**src/mis_pkg.sv**
```systemverilog
// Package with offsets, field positions, reset values and codes of the motion inhibit logic.
`default_nettype none

package mis_pkg;

    // ==========================================================
    // Geometry.
    localparam int AXES = 4;
    localparam int COORD_W = 16;
    localparam int OVR_W = 16;

    // ==========================================================
    // Bit positions in the sequence controller control byte.
    localparam int BIT_IT = 0;
    localparam int BIT_ESP = 4;
    localparam int BIT_RRW = 6;
    localparam int BIT_ERS = 7;

    // ==========================================================
    // Interlock configuration fields.
    localparam int CFG_ITL = 0;
    localparam int CFG_ITX = 2;
    localparam int CFG_DIT = 3;
    localparam int CFG_DAU = 4;

    // ==========================================================
    // Control register fields.
    localparam int CTL_LATHE = 0;
    localparam int CTL_RKEY = 1;

    // ==========================================================
    // Lathe direction interlock byte: plus of axis n at 2+2n, minus at 3+2n.
    localparam int LATHE_BASE = 2;
    localparam int LATHE_AXES = 2;

    // ==========================================================
    // Register byte addresses.
    localparam logic [7:0] ADDR_CFG = 8'h00;
    localparam logic [7:0] ADDR_CTL = 8'h04;
    localparam logic [7:0] ADDR_STAT = 8'h08;
    localparam logic [7:0] ADDR_DIAG = 8'h0c;
    localparam logic [7:0] ADDR_OVR = 8'h10;
    localparam logic [7:0] ADDR_INPW = 8'h14;
    localparam logic [7:0] ADDR_COORD = 8'h20;

    // ==========================================================
    // Reset values.
    localparam logic [7:0] CFG_RST = 8'h00;
    localparam logic [7:0] CTL_RST = 8'h00;
    localparam logic [15:0] INPW_RST = 16'h0010;

    // ==========================================================
    // Mode select codes and one-hot display positions.
    localparam logic [2:0] MODE_JOG = 3'h5;
    localparam logic [2:0] MODE_HND = 3'h4;
    localparam logic [2:0] MODE_MDI = 3'h0;
    localparam logic [2:0] MODE_MEM = 3'h1;
    localparam logic [2:0] MODE_EDIT = 3'h3;
    localparam int MD_JOG = 0;
    localparam int MD_HND = 1;
    localparam int MD_MDI = 2;
    localparam int MD_MEM = 3;
    localparam int MD_EDIT = 4;

    // ==========================================================
    // Status register fields.
    localparam int ST_EMG = 0;
    localparam int ST_RST = 1;
    localparam int ST_RWD = 2;
    localparam int ST_MODE = 3;
    localparam int ST_PLUS = 8;
    localparam int ST_MINUS = 12;

    // ==========================================================
    // Diagnostic flag positions, numbered as the diagnostic numbers.
    localparam int DG_INPOS = 3;
    localparam int DG_FOVR0 = 4;
    localparam int DG_ILK = 5;
    localparam int DG_JOVR0 = 13;
    localparam int DG_RSTW = 14;
    localparam logic [15:0] DG_EXT_MASK = 16'h9c77;

    // ==========================================================
    // Manual override codes meaning zero.
    localparam logic [15:0] OVR_ALL1 = 16'hffff;
    localparam logic [15:0] OVR_ALL0 = 16'h0000;

endpackage

`default_nettype wire

```
**src/mis_axis_if.sv**
```systemverilog
// Interface carrying axis steps, locks and coordinates between the modules.
`default_nettype none

interface mis_axis_if #(
    parameter int N = mis_pkg::AXES
);
    logic [N-1:0] step;
    logic [N-1:0] plus;
    logic [N-1:0] lock;
    logic [N-1:0][mis_pkg::COORD_W-1:0] coord;

    modport ctrl (output step, output plus, output lock, input coord);
    modport axis (input step, input plus, input lock, output coord);
endinterface

`default_nettype wire

```
**src/mis_motion_inhibit.sv**
```systemverilog
// Motion inhibit and status logic with a classic Wishbone register slave.
//
// The Wishbone interface to the registers and the register offsets were left to the implementer.
`default_nettype none

module mis_motion_inhibit #(
    parameter int NUM_AXES = mis_pkg::AXES
) (
    input wire logic clk_i,
    input wire logic rst_i,
    input wire logic [7:0] adr_i,
    input wire logic [31:0] dat_i,
    output logic [31:0] dat_o,
    input wire logic we_i,
    input wire logic [3:0] sel_i,
    input wire logic cyc_i,
    input wire logic stb_i,
    output logic ack_o,
    input wire logic [7:0] ctl_byte_i,
    input wire logic [2:0] mode_sel_i,
    input wire logic [NUM_AXES-1:0] axis_interlock_n_i,
    input wire logic [NUM_AXES-1:0] dir_interlock_plus_i,
    input wire logic [NUM_AXES-1:0] dir_interlock_minus_i,
    input wire logic [7:0] lathe_interlock_i,
    input wire logic [15:0] manual_override_n_i,
    input wire logic all_axis_machine_lock_i,
    input wire logic [NUM_AXES-1:0] per_axis_machine_lock_i,
    input wire logic [15:0] ext_diag_i,
    input wire logic [NUM_AXES*16-1:0] pos_err_i,
    input wire logic [NUM_AXES-1:0] move_req_i,
    input wire logic [NUM_AXES-1:0] move_plus_i,
    output logic emergency_status_indication_o,
    output logic reset_status_o,
    output logic rewind_request_o,
    output logic [4:0] mode_disp_o,
    output logic [NUM_AXES-1:0] permit_plus_o,
    output logic [NUM_AXES-1:0] permit_minus_o,
    output logic [15:0] diag_o,
    output logic [15:0] manual_override_o
);

    generate
        if (NUM_AXES < mis_pkg::LATHE_AXES || NUM_AXES > mis_pkg::AXES) begin : g_bad
            $error("NUM_AXES must lie between 2 and 4");
        end
    endgenerate

    // ==========================================================
    // Mode decoding.
    function automatic logic [4:0] mode_decode(input logic [2:0] code);
        logic [4:0] oh;
        oh = 5'h00;
        oh[mis_pkg::MD_JOG] = (code == mis_pkg::MODE_JOG);
        oh[mis_pkg::MD_HND] = (code == mis_pkg::MODE_HND);
        oh[mis_pkg::MD_MDI] = (code == mis_pkg::MODE_MDI);
        oh[mis_pkg::MD_MEM] = (code == mis_pkg::MODE_MEM);
        oh[mis_pkg::MD_EDIT] = (code == mis_pkg::MODE_EDIT);
        return oh;
    endfunction

    // ==========================================================
    // Pin synchronisers, two flip-flops each.
    logic [7:0] ctl_m, ctl_s;
    logic [2:0] mode_m, mode_s;
    logic [NUM_AXES-1:0] ilk_m, ilk_s;
    logic [NUM_AXES-1:0] dplus_m, dplus_s;
    logic [NUM_AXES-1:0] dminus_m, dminus_s;
    logic [7:0] lathe_m, lathe_s;
    logic [15:0] ovr_m, ovr_s;
    logic mlk_m, mlk_s;
    logic [NUM_AXES-1:0] per_axis_machine_lock_m, per_axis_machine_lock_s;

    always_ff @(posedge clk_i) begin
        ctl_m <= ctl_byte_i;
        ctl_s <= ctl_m;
        mode_m <= mode_sel_i;
        mode_s <= mode_m;
        ilk_m <= axis_interlock_n_i;
        ilk_s <= ilk_m;
        dplus_m <= dir_interlock_plus_i;
        dplus_s <= dplus_m;
        dminus_m <= dir_interlock_minus_i;
        dminus_s <= dminus_m;
        lathe_m <= lathe_interlock_i;
        lathe_s <= lathe_m;
        ovr_m <= manual_override_n_i;
        ovr_s <= ovr_m;
        mlk_m <= all_axis_machine_lock_i;
        mlk_s <= mlk_m;
        per_axis_machine_lock_m <= per_axis_machine_lock_i;
        per_axis_machine_lock_s <= per_axis_machine_lock_m;
    end

    // ==========================================================
    // Software registers.
    logic [7:0] cfg;
    logic [7:0] ctl;
    logic [15:0] inpw;

    // ==========================================================
    // Stop, reset and mode.
    wire esp_act = ~ctl_s[mis_pkg::BIT_ESP];
    wire ers_act = ctl_s[mis_pkg::BIT_ERS];
    wire rrw_act = ctl_s[mis_pkg::BIT_RRW];
    wire rkey_act = ctl[mis_pkg::CTL_RKEY];
    wire reset_act = ers_act | rrw_act | rkey_act;
    wire wait_rel = esp_act | ers_act | rrw_act;
    wire [4:0] mode_oh = mode_decode(mode_s);
    wire mode_valid = |mode_oh;
    wire manual = mode_oh[mis_pkg::MD_JOG] | mode_oh[mis_pkg::MD_HND];
    wire automatic_op = mode_oh[mis_pkg::MD_MDI] | mode_oh[mis_pkg::MD_MEM];
    wire lathe = ctl[mis_pkg::CTL_LATHE];

    // ==========================================================
    // Interlocks.
    wire glob_ilk = ~cfg[mis_pkg::CFG_ITL] & ~ctl_s[mis_pkg::BIT_IT];
    wire [NUM_AXES-1:0] axis_ilk = {NUM_AXES{~cfg[mis_pkg::CFG_ITX]}} & ~ilk_s;
    wire dir_en = ~cfg[mis_pkg::CFG_DIT];
    wire dir_apply = dir_en & ~lathe & (manual | (cfg[mis_pkg::CFG_DAU] & automatic_op));
    wire lathe_apply = dir_en & lathe & manual;
    logic [NUM_AXES-1:0] plus_blk, minus_blk;

    generate
        for (genvar n = 0; n < NUM_AXES; n++) begin : g_dir
            if (n < mis_pkg::LATHE_AXES) begin : g_lathe
                assign plus_blk[n] = (dir_apply & dplus_s[n])
                    | (lathe_apply & lathe_s[mis_pkg::LATHE_BASE + 2*n]);
                assign minus_blk[n] = (dir_apply & dminus_s[n])
                    | (lathe_apply & lathe_s[mis_pkg::LATHE_BASE + 2*n + 1]);
            end else begin : g_mill
                assign plus_blk[n] = dir_apply & dplus_s[n];
                assign minus_blk[n] = dir_apply & dminus_s[n];
            end
        end
    endgenerate

    wire any_ilk = glob_ilk | (|axis_ilk) | (|plus_blk) | (|minus_blk);

    // ==========================================================
    // Manual override.
    wire ovr_zero = (ovr_s == mis_pkg::OVR_ALL1) | (ovr_s == mis_pkg::OVR_ALL0);
    wire [15:0] ovr_val = ovr_zero ? 16'h0000 : ~ovr_s;
    wire ovr_ok = manual ? ~ovr_zero : ~ext_diag_i[mis_pkg::DG_FOVR0];

    // ==========================================================
    // Motion permission.
    wire motion_mode = mode_valid & ~mode_oh[mis_pkg::MD_EDIT];
    wire base_ok = ~esp_act & ~reset_act & motion_mode & ~glob_ilk & ovr_ok;
    wire [NUM_AXES-1:0] next_plus = {NUM_AXES{base_ok}} & ~axis_ilk & ~plus_blk;
    wire [NUM_AXES-1:0] next_minus = {NUM_AXES{base_ok}} & ~axis_ilk & ~minus_blk;

    // ==========================================================
    // In-position check.
    logic [NUM_AXES-1:0] not_inpos;

    generate
        for (genvar n = 0; n < NUM_AXES; n++) begin : g_inpos
            assign not_inpos[n] = pos_err_i[n*16 +: 16] > inpw;
        end
    endgenerate

    // ==========================================================
    // Diagnostics.
    logic [15:0] next_diag;

    always_comb begin
        next_diag = ext_diag_i & mis_pkg::DG_EXT_MASK;
        next_diag[mis_pkg::DG_INPOS] = |not_inpos;
        next_diag[mis_pkg::DG_ILK] = any_ilk | ext_diag_i[mis_pkg::DG_ILK];
        next_diag[mis_pkg::DG_JOVR0] = ovr_zero;
        next_diag[mis_pkg::DG_RSTW] = wait_rel;
    end

    // ==========================================================
    // Registered status outputs.
    always_ff @(posedge clk_i) begin
        if (rst_i) begin
            emergency_status_indication_o <= 1'b0;
            reset_status_o <= 1'b0;
            rewind_request_o <= 1'b0;
            mode_disp_o <= 5'h00;
            permit_plus_o <= '0;
            permit_minus_o <= '0;
            diag_o <= 16'h0000;
            manual_override_o <= 16'h0000;
        end else begin
            emergency_status_indication_o <= esp_act;
            reset_status_o <= reset_act;
            rewind_request_o <= rrw_act;
            mode_disp_o <= mode_oh;
            permit_plus_o <= next_plus;
            permit_minus_o <= next_minus;
            diag_o <= next_diag;
            manual_override_o <= ovr_val;
        end
    end

    // ==========================================================
    // Machine coordinates.
    mis_axis_if #(.N(NUM_AXES)) axif ();

    wire [NUM_AXES-1:0] perm_dir = (move_plus_i & permit_plus_o) | (~move_plus_i & permit_minus_o);
    assign axif.step = move_req_i & perm_dir;
    assign axif.plus = move_plus_i;
    assign axif.lock = {NUM_AXES{mlk_s}} | per_axis_machine_lock_s;

    mis_axis_coord #(.N(NUM_AXES)) u_coord (
        .clk_i(clk_i),
        .rst_i(rst_i),
        .ax(axif.axis)
    );

    // ==========================================================
    // Wishbone slave: one wait state, ack for one cycle.
    wire req = cyc_i & stb_i & ~ack_o;
    wire wr = req & we_i;
    wire hit_cfg = adr_i == mis_pkg::ADDR_CFG;
    wire hit_ctl = adr_i == mis_pkg::ADDR_CTL;
    wire hit_stat = adr_i == mis_pkg::ADDR_STAT;
    wire hit_diag = adr_i == mis_pkg::ADDR_DIAG;
    wire hit_ovr = adr_i == mis_pkg::ADDR_OVR;
    wire hit_inpw = adr_i == mis_pkg::ADDR_INPW;
    wire [2:0] coord_idx = {1'b0, adr_i[3:2]};
    wire hit_coord = (adr_i[7:4] == mis_pkg::ADDR_COORD[7:4]) && (adr_i[1:0] == 2'h0)
        && (int'(coord_idx) < NUM_AXES);
    wire [3:0] plus_word = 4'(permit_plus_o);
    wire [3:0] minus_word = 4'(permit_minus_o);
    wire [15:0] stat_word = {minus_word, plus_word, mode_disp_o,
        rewind_request_o, reset_status_o, emergency_status_indication_o};
    wire [31:0] rd_mux = hit_cfg ? {24'h000000, cfg}
        : hit_ctl ? {24'h000000, ctl}
        : hit_stat ? {16'h0000, stat_word}
        : hit_diag ? {16'h0000, diag_o}
        : hit_ovr ? {16'h0000, manual_override_o}
        : hit_inpw ? {16'h0000, inpw}
        : hit_coord ? {16'h0000, axif.coord[adr_i[3:2]]}
        : 32'h00000000;

    always_ff @(posedge clk_i) begin
        if (rst_i) begin
            ack_o <= 1'b0;
            dat_o <= 32'h00000000;
        end else begin
            ack_o <= req;
            dat_o <= req ? rd_mux : 32'h00000000;
        end
    end

    always_ff @(posedge clk_i) begin
        if (rst_i) begin
            cfg <= mis_pkg::CFG_RST;
            ctl <= mis_pkg::CTL_RST;
            inpw <= mis_pkg::INPW_RST;
        end else begin
            if (wr && hit_cfg && sel_i[0]) begin
                cfg <= dat_i[7:0];
            end
            if (wr && hit_ctl && sel_i[0]) begin
                ctl <= dat_i[7:0] & 8'h03;
            end
            if (wr && hit_inpw && sel_i[0]) begin
                inpw[7:0] <= dat_i[7:0];
            end
            if (wr && hit_inpw && sel_i[1]) begin
                inpw[15:8] <= dat_i[15:8];
            end
        end
    end
endmodule

`default_nettype wire

```
**src/mis_axis_coord.sv**
```systemverilog
// Machine coordinate counters, one per axis, frozen while the axis is locked.
`default_nettype none

module mis_axis_coord #(
    parameter int N = mis_pkg::AXES
) (
    input wire logic clk_i,
    input wire logic rst_i,
    mis_axis_if.axis ax
);

    // ==========================================================
    // Counters.
    logic [N-1:0][mis_pkg::COORD_W-1:0] coord;
    logic [N-1:0] adv;
    localparam logic [mis_pkg::COORD_W-1:0] UNIT = {{(mis_pkg::COORD_W-1){1'b0}}, 1'b1};

    generate
        if (N < 1) begin : g_bad
            $error("mis_axis_coord needs at least one axis");
        end
        for (genvar n = 0; n < N; n++) begin : g_ax
            assign adv[n] = ax.step[n] & ~ax.lock[n];
            always_ff @(posedge clk_i) begin
                if (rst_i) begin
                    coord[n] <= '0;
                end else if (adv[n]) begin
                    coord[n] <= ax.plus[n] ? coord[n] + UNIT : coord[n] - UNIT;
                end
            end

        end
    endgenerate

    assign ax.coord = coord;
endmodule

`default_nettype wire

```
**config.mk**
```make
export PLATFORM = sky130hd
export DESIGN_NAME = mis_motion_inhibit
export DESIGN_NICKNAME = d
export VERILOG_FILES = /design/src/mis_pkg.sv /design/src/mis_axis_if.sv /design/src/mis_motion_inhibit.sv /design/src/mis_axis_coord.sv
export SDC_FILE = /design/constraint.sdc
export NUM_CORES = 1
export LEC_CHECK = 0
export BUFFER_PORTS_ARGS = -buffer_cell sky130_fd_sc_hd__buf_4
export CAP_MARGIN = 10
export CORE_MARGIN = 3
export CORE_UTILIZATION = 50
export CTS_BUF_LIST = sky130_fd_sc_hd__clkbuf_2 sky130_fd_sc_hd__clkbuf_4 sky130_fd_sc_hd__clkbuf_8
export DETAILED_ROUTE_END_ITERATION = 10
export GPL_ROUTABILITY_DRIVEN = 0
export GPL_TIMING_DRIVEN = 0
export HOLD_SLACK_MARGIN = 0.03
export PLACE_DENSITY = 0.74
export REMOVE_ABC_BUFFERS = 1
export SETUP_SLACK_MARGIN = 0.5
export SLEW_MARGIN = 0
export SYNTH_ARGS = -nofsm -noshare
export SYNTH_HDL_FRONTEND = slang
export SYNTH_SLANG_ARGS = --single-unit
```
**constraint.sdc**
```tcl
create_clock -name clk_i -period 3.1 [get_ports clk_i]
set_input_delay 0 -clock clk_i [delete_from_list [all_inputs] [get_ports clk_i]]
set_output_delay 0 -clock clk_i [all_outputs]
set_load 0.01 [all_outputs]
```
# Yosys cells after proc, flatten, opt, wreduce, memory -nomap -nowiden
# Cells that the tools add are included.
# totals
reg_bits	271
elab_cells	178
in_bits	189
# classes
reduce_logical	22
magnitude_cmp	6
mux	14
n_eq_ne	11
add_sub_neg	8
n_bitwise	78
# ops
op	n
$mux W16	10
$add A16 B1 Y16 const B	4
$gt A16 B16 Y1	4
$sub A16 B1 Y16 const B	4
$bmux W16 S2	1
$and A1 B1 Y1	30
$and A4 B4 Y4	7
$not A4 Y4	5
$reduce_or A4 Y1	5
$not A1 Y1	17
$eq A16 B16 Y1 const B	1
$eq A8 B4 Y1 const B	2
$eq A8 B5 Y1 const B	2
$logic_not A16 Y1	1
$mux W8	2
$not A16 Y16	1
$or A1 B1 Y1	16
$logic_and A1 B1 Y1	9
$eq A8 B3 Y1 const B	1
$logic_not A8 Y1	1
$or A4 B4 Y4	2
$reduce_or A8 Y1	1
$eq A3 B3 Y1 const B	2
$lt A2 B3 Y1 const B	2
8 further kinds	9

# Depth between registers and ports, before layout
# depth
word_depth	11
mapped_depth	9

# Modules after synthesis
# A second synthesis with hierarchy kept.
# unflattened
hier_cells	1339
area_unflattened_um2	12446.9
# by_module_without_submodules
mod	cells_each	area_each_um2	seq_area_each_um2	n_inst
mis_motion_inhibit	666	7155.6	3523.4	1
mis_axis_coord	673	5291.3	1281.2	1

# Least setup slack after synthesis
# OpenSTA, ideal clock, no wires.
# synth_timing
path_kind	register to register
start	register u_coord.coord (netlist bit u_coord.ax.coord[48])
end	register u_coord.coord (netlist bit u_coord.ax.coord[62])
setup_slack_ns	0.902
setup_ns	0.091
stages_incl_launch_ff	8
arrival_time_ns	2.107
period_less_slack_ns	2.198
cell_sequence	dfxtp_1 -> fa_1 -> a21o_1 -> a221oi_1 -> a2111oi_0 -> nor3_1 -> o21ai_0 -> a311oi_1
# synth_between
elab_chain_cells	2
# synth_rtl
element	line	source
start, declared	mis_axis_coord.sv:14	logic [N-1:0][mis_pkg::COORD_W-1:0] coord;
start signal, assigned by index	mis_axis_coord.sv:28	coord[n] <= ax.plus[n] ? coord[n] + UNIT : coord[n] - UNIT;
$sub A16 B1 Y16 or $add A16 B1 Y16 (tied branches)	mis_axis_coord.sv:28	
$mux W16 (*)	mis_axis_coord.sv:28	
# Every way passes the cells marked *; elsewhere a longest branch is shown, timed or not.
# A chain may end at the register's enable or synchronous reset.

==> results.txt <==
first-pass GRT wire length - 57500 um
WHS Path Cells - 4
final routed DRC violation total - 0
top_reg_cell synth - dfxtp_1
Core Box Area - 23800 um^2
Post-Syn Area per Cell - 9.27 um^2
CTS tree - done
final hold vios - 0
Mapped Area - 12300 um^2
Worst Setup Start Kind - input pin
cell taking the most area after synthesis - dfxtp_1
die boundary width - 163 um
largest net degree at the start of global routing - 108
Post-synth ARST share - 0%
Crit Path Class - input pin to flop
placed instance count - 1809
dpl hpwl - 26700 um
vias per cell - 5.81
initial core utilization - 51.5%
H-tree levels - 2
clock latency on the worst-skew pair - 550 ps
FF-to-FF Start - u_coord.ax.coord[48]
post-synth top area share - 39.2%
Seq/Total Area, Yosys - 39.2%
Yosys cell types - 71
Switching Fraction - 24.3%
Hold EP - inpw[12]
wire per inst - 19.2 um
most frequent cells in the layout - 240 x dfxtp_1, 219 x buf_4, 135 x nand2_1, 124 x a21oi_1, 118 x ha_1
I/O Pins - 270
worst setup margin - 580 ps
RR Endpoint - u_coord.ax.coord[62]
Switch Pwr - 0.00175 W
commonest non-fill, non-tap cell in the layout - dfxtp_1
Max-slew headroom - 13.2%
Max Fclk - 0.397 GHz
outcome - finished, final reports clean
Worst Hold Class - input pin to flop
Max VDD drop - 425 uV
Num CTS Buffers - 41
vias in the first global route - 11100
routed wl met3 - 2840 um
WHS - 63.8 ps
top cells by area, synth - dfxtp_1 39%, ha_1 12%, a21oi_1 5.1%
clk buf depth - 3
ANT nets after route - 0
RSZ-0062 raised after global routing - yes
Leak - 6.78 nW
fin crit share - 81.3%
clock power share - 45.1%
antenna cells - 0
PwrDens - 455 nW/um^2
root buffer cell - clkbuf_8
critical hold path startpoint - sel_i[1]
Flop pwr share - 44.8%
die height - 163 um
Yosys reg bits - 240
IO Port Bufs - 218
routed wire length - 37600 um
# rows - 56
Synth Instances - 1324
Max Transition Viols Final - 0
pre-CTS WS - -69.4 ps
CP Capture Type - flop
Critical Path RT - 3530 ps
1st-pass router iterations - 7
Critical Path AT - 2950 ps
area delta synth->final - 29.0%
initial antenna violation count - 0
largest fanout on the critical path - 108
grt total ovfl - 0
Post-synth EDFFs - 0
post-CTS setup buffer count - 0
worst clock skew - 18.2 ps
Internal Power - 0.00545 W
total power - 0.00720 W
met1 WL - 15500 um
Nets - 1927
# clock sinks - 240
Worst Max-Slew Pin Slew - 1300 ps
clk slew on worst S/H paths - 60 ps
combinational share of power - 10.1%
R2R setup slack - 700 ps
R2R cell count - 7
top sig layer - met4
Layout Cells excl Fill - 1962
gr usage total - 27.1%
vias post-DR - 11400
final core utilization - 66.4%
maxcap violations - 0
met2 routed WL - 18100 um
DR iter-0 viols - 1030
layout cell share with drive strength beyond 1 - 22.1%
final count of negative-setup-slack endpoints - 0
synth warn - 0
Period minus WS final - 2520 ps
die area - 26500 um^2
cell usage after synthesis (7+ instances only):
| cell type | count |
|---|---|
| mux4_2 | 16 |
| nand3_1 | 42 |
| nor2b_1 | 19 |
| and4_1 | 8 |
| buf_1 | 9 |
| o21ai_0 | 57 |
| nand2_1 | 135 |
| o21a_1 | 7 |
| inv_1 | 33 |
| a21o_1 | 18 |
| a21oi_1 | 124 |
| a31oi_1 | 8 |
| nor3_1 | 26 |
| clkbuf_1 | 39 |
| o211ai_1 | 12 |
| xor2_1 | 12 |
| buf_4 | 19 |
| mux2_2 | 27 |
| mux2i_1 | 32 |
| nor4_1 | 19 |
| nor2_1 | 98 |
| xnor2_1 | 26 |
| o22ai_1 | 7 |
| a222oi_1 | 12 |
| and3_1 | 11 |
| nand4_1 | 23 |
| ha_1 | 120 |
| a211oi_1 | 24 |
| o21bai_1 | 8 |
| dfxtp_1 | 240 |
power by group through the flow:
stage / combinational (W) / sequential [W] / clock, W
floorplan: 0.000288 / 0.00328 / 0
CTS: 0.000709 / 0.00322 / 0.00327
detailed placement: 0.000624 / 0.00329 / 0
global placement: 0.000609 / 0.00329 / 0
finish: 0.000727 / 0.00322 / 0.00325
global route: 0.000791 / 0.00323 / 0.00343
logic make-up (layout without fill, tap and decap cells):
family,count (synthesis),after routing,synth area share (%)
mux,75,75,8.02
other cells,1,19,0.0306
fa+ha+maj,124,124,12.9
compound gates,320,320,16.4
flops,240,240,39.2
xor+xnor,38,38,2.71
buf+inv,104,405,3.85
simple gates,422,422,16.9
how the worst max path moves through the flow:
stage                        start                   end  slack (ps)  cells after the start
final                        rst_i  u_coord.ax.coord[63]         580                      6
after global routing         rst_i  u_coord.ax.coord[63]         480                      6
after CTS                    rst_i  u_coord.ax.coord[63]         510                      6
after detailed placement     rst_i  u_coord.ax.coord[63]         -70                      6
after global placement    adr_i[1]              inpw[11]       -1100                      6
after floorplan           adr_i[1]              inpw[10]          70                      5
per-stage QoR:
| stage | instance area (um^2) | TNS (ps) |
|---|---|---|
| 2_1_floorplan | 12000 | 0 |
| 3_3_place_gp | 14000 | -22060 |
| 3_5_place_dp | 14000 | -69.4 |
| 4_1_cts | 15800 | 0 |
| 5_1_grt | 15800 | 0 |
| 6_report | 15800 | 0 |
cell type report:
| class | count | area, um^2 |
|---|---|---|
| clock buffer | 59 | 749 |
| timing repair buffer | 299 | 2440 |
| sequential | 240 | 4800 |
| clock inverter | 13 | 189 |
| timing repair inverter | 1 | 5.00 |
| tap | 319 | 399 |
| fill | 1846 | 8000 |
| inverter | 33 | 135 |
| multi-input combinational | 998 | 7100 |
repair_timing:
item,in CTS,in global routing
hold buffers,80,0
endpoints found under the hold margin,96,0
setup endpoints to repair,0,6
gates resized for setup,0,8
worst max-delay path, cell delays in order:
cell        delay (ps)
buf_4              870
clkinvlp_4         810
and3_1             420
o21bai_1           120
o21ai_0             90
or4b_1             510
sequential cells by signal, summed over array words and instances (netlist names), 4 cells and up:
signal	cells
dminus_m	4
ovr_s	16
dplus_m	4
mode_disp_o	5
ctl_m	4
manual_override_o	16
ilk_m	4
dat_o	16
inpw	16
ilk_s	4
lathe_m	4
ovr_m	16
dplus_s	4
cfg	8
permit_plus_o	4
u_coord.ax.coord	64
ctl_s	4
permit_minus_o	4
dminus_s	4
per_axis_machine_lock_s	4
per_axis_machine_lock_m	4
lathe_s	4
diag_o	13
layer usage:
layer	vias up	global-route usage, %
li1	5433	-
met1	5416	34.8
met2	466	46.0
met3	81	4.20
met4	0	10.6
met5	-	0
(Power assumes the default switching activity.)
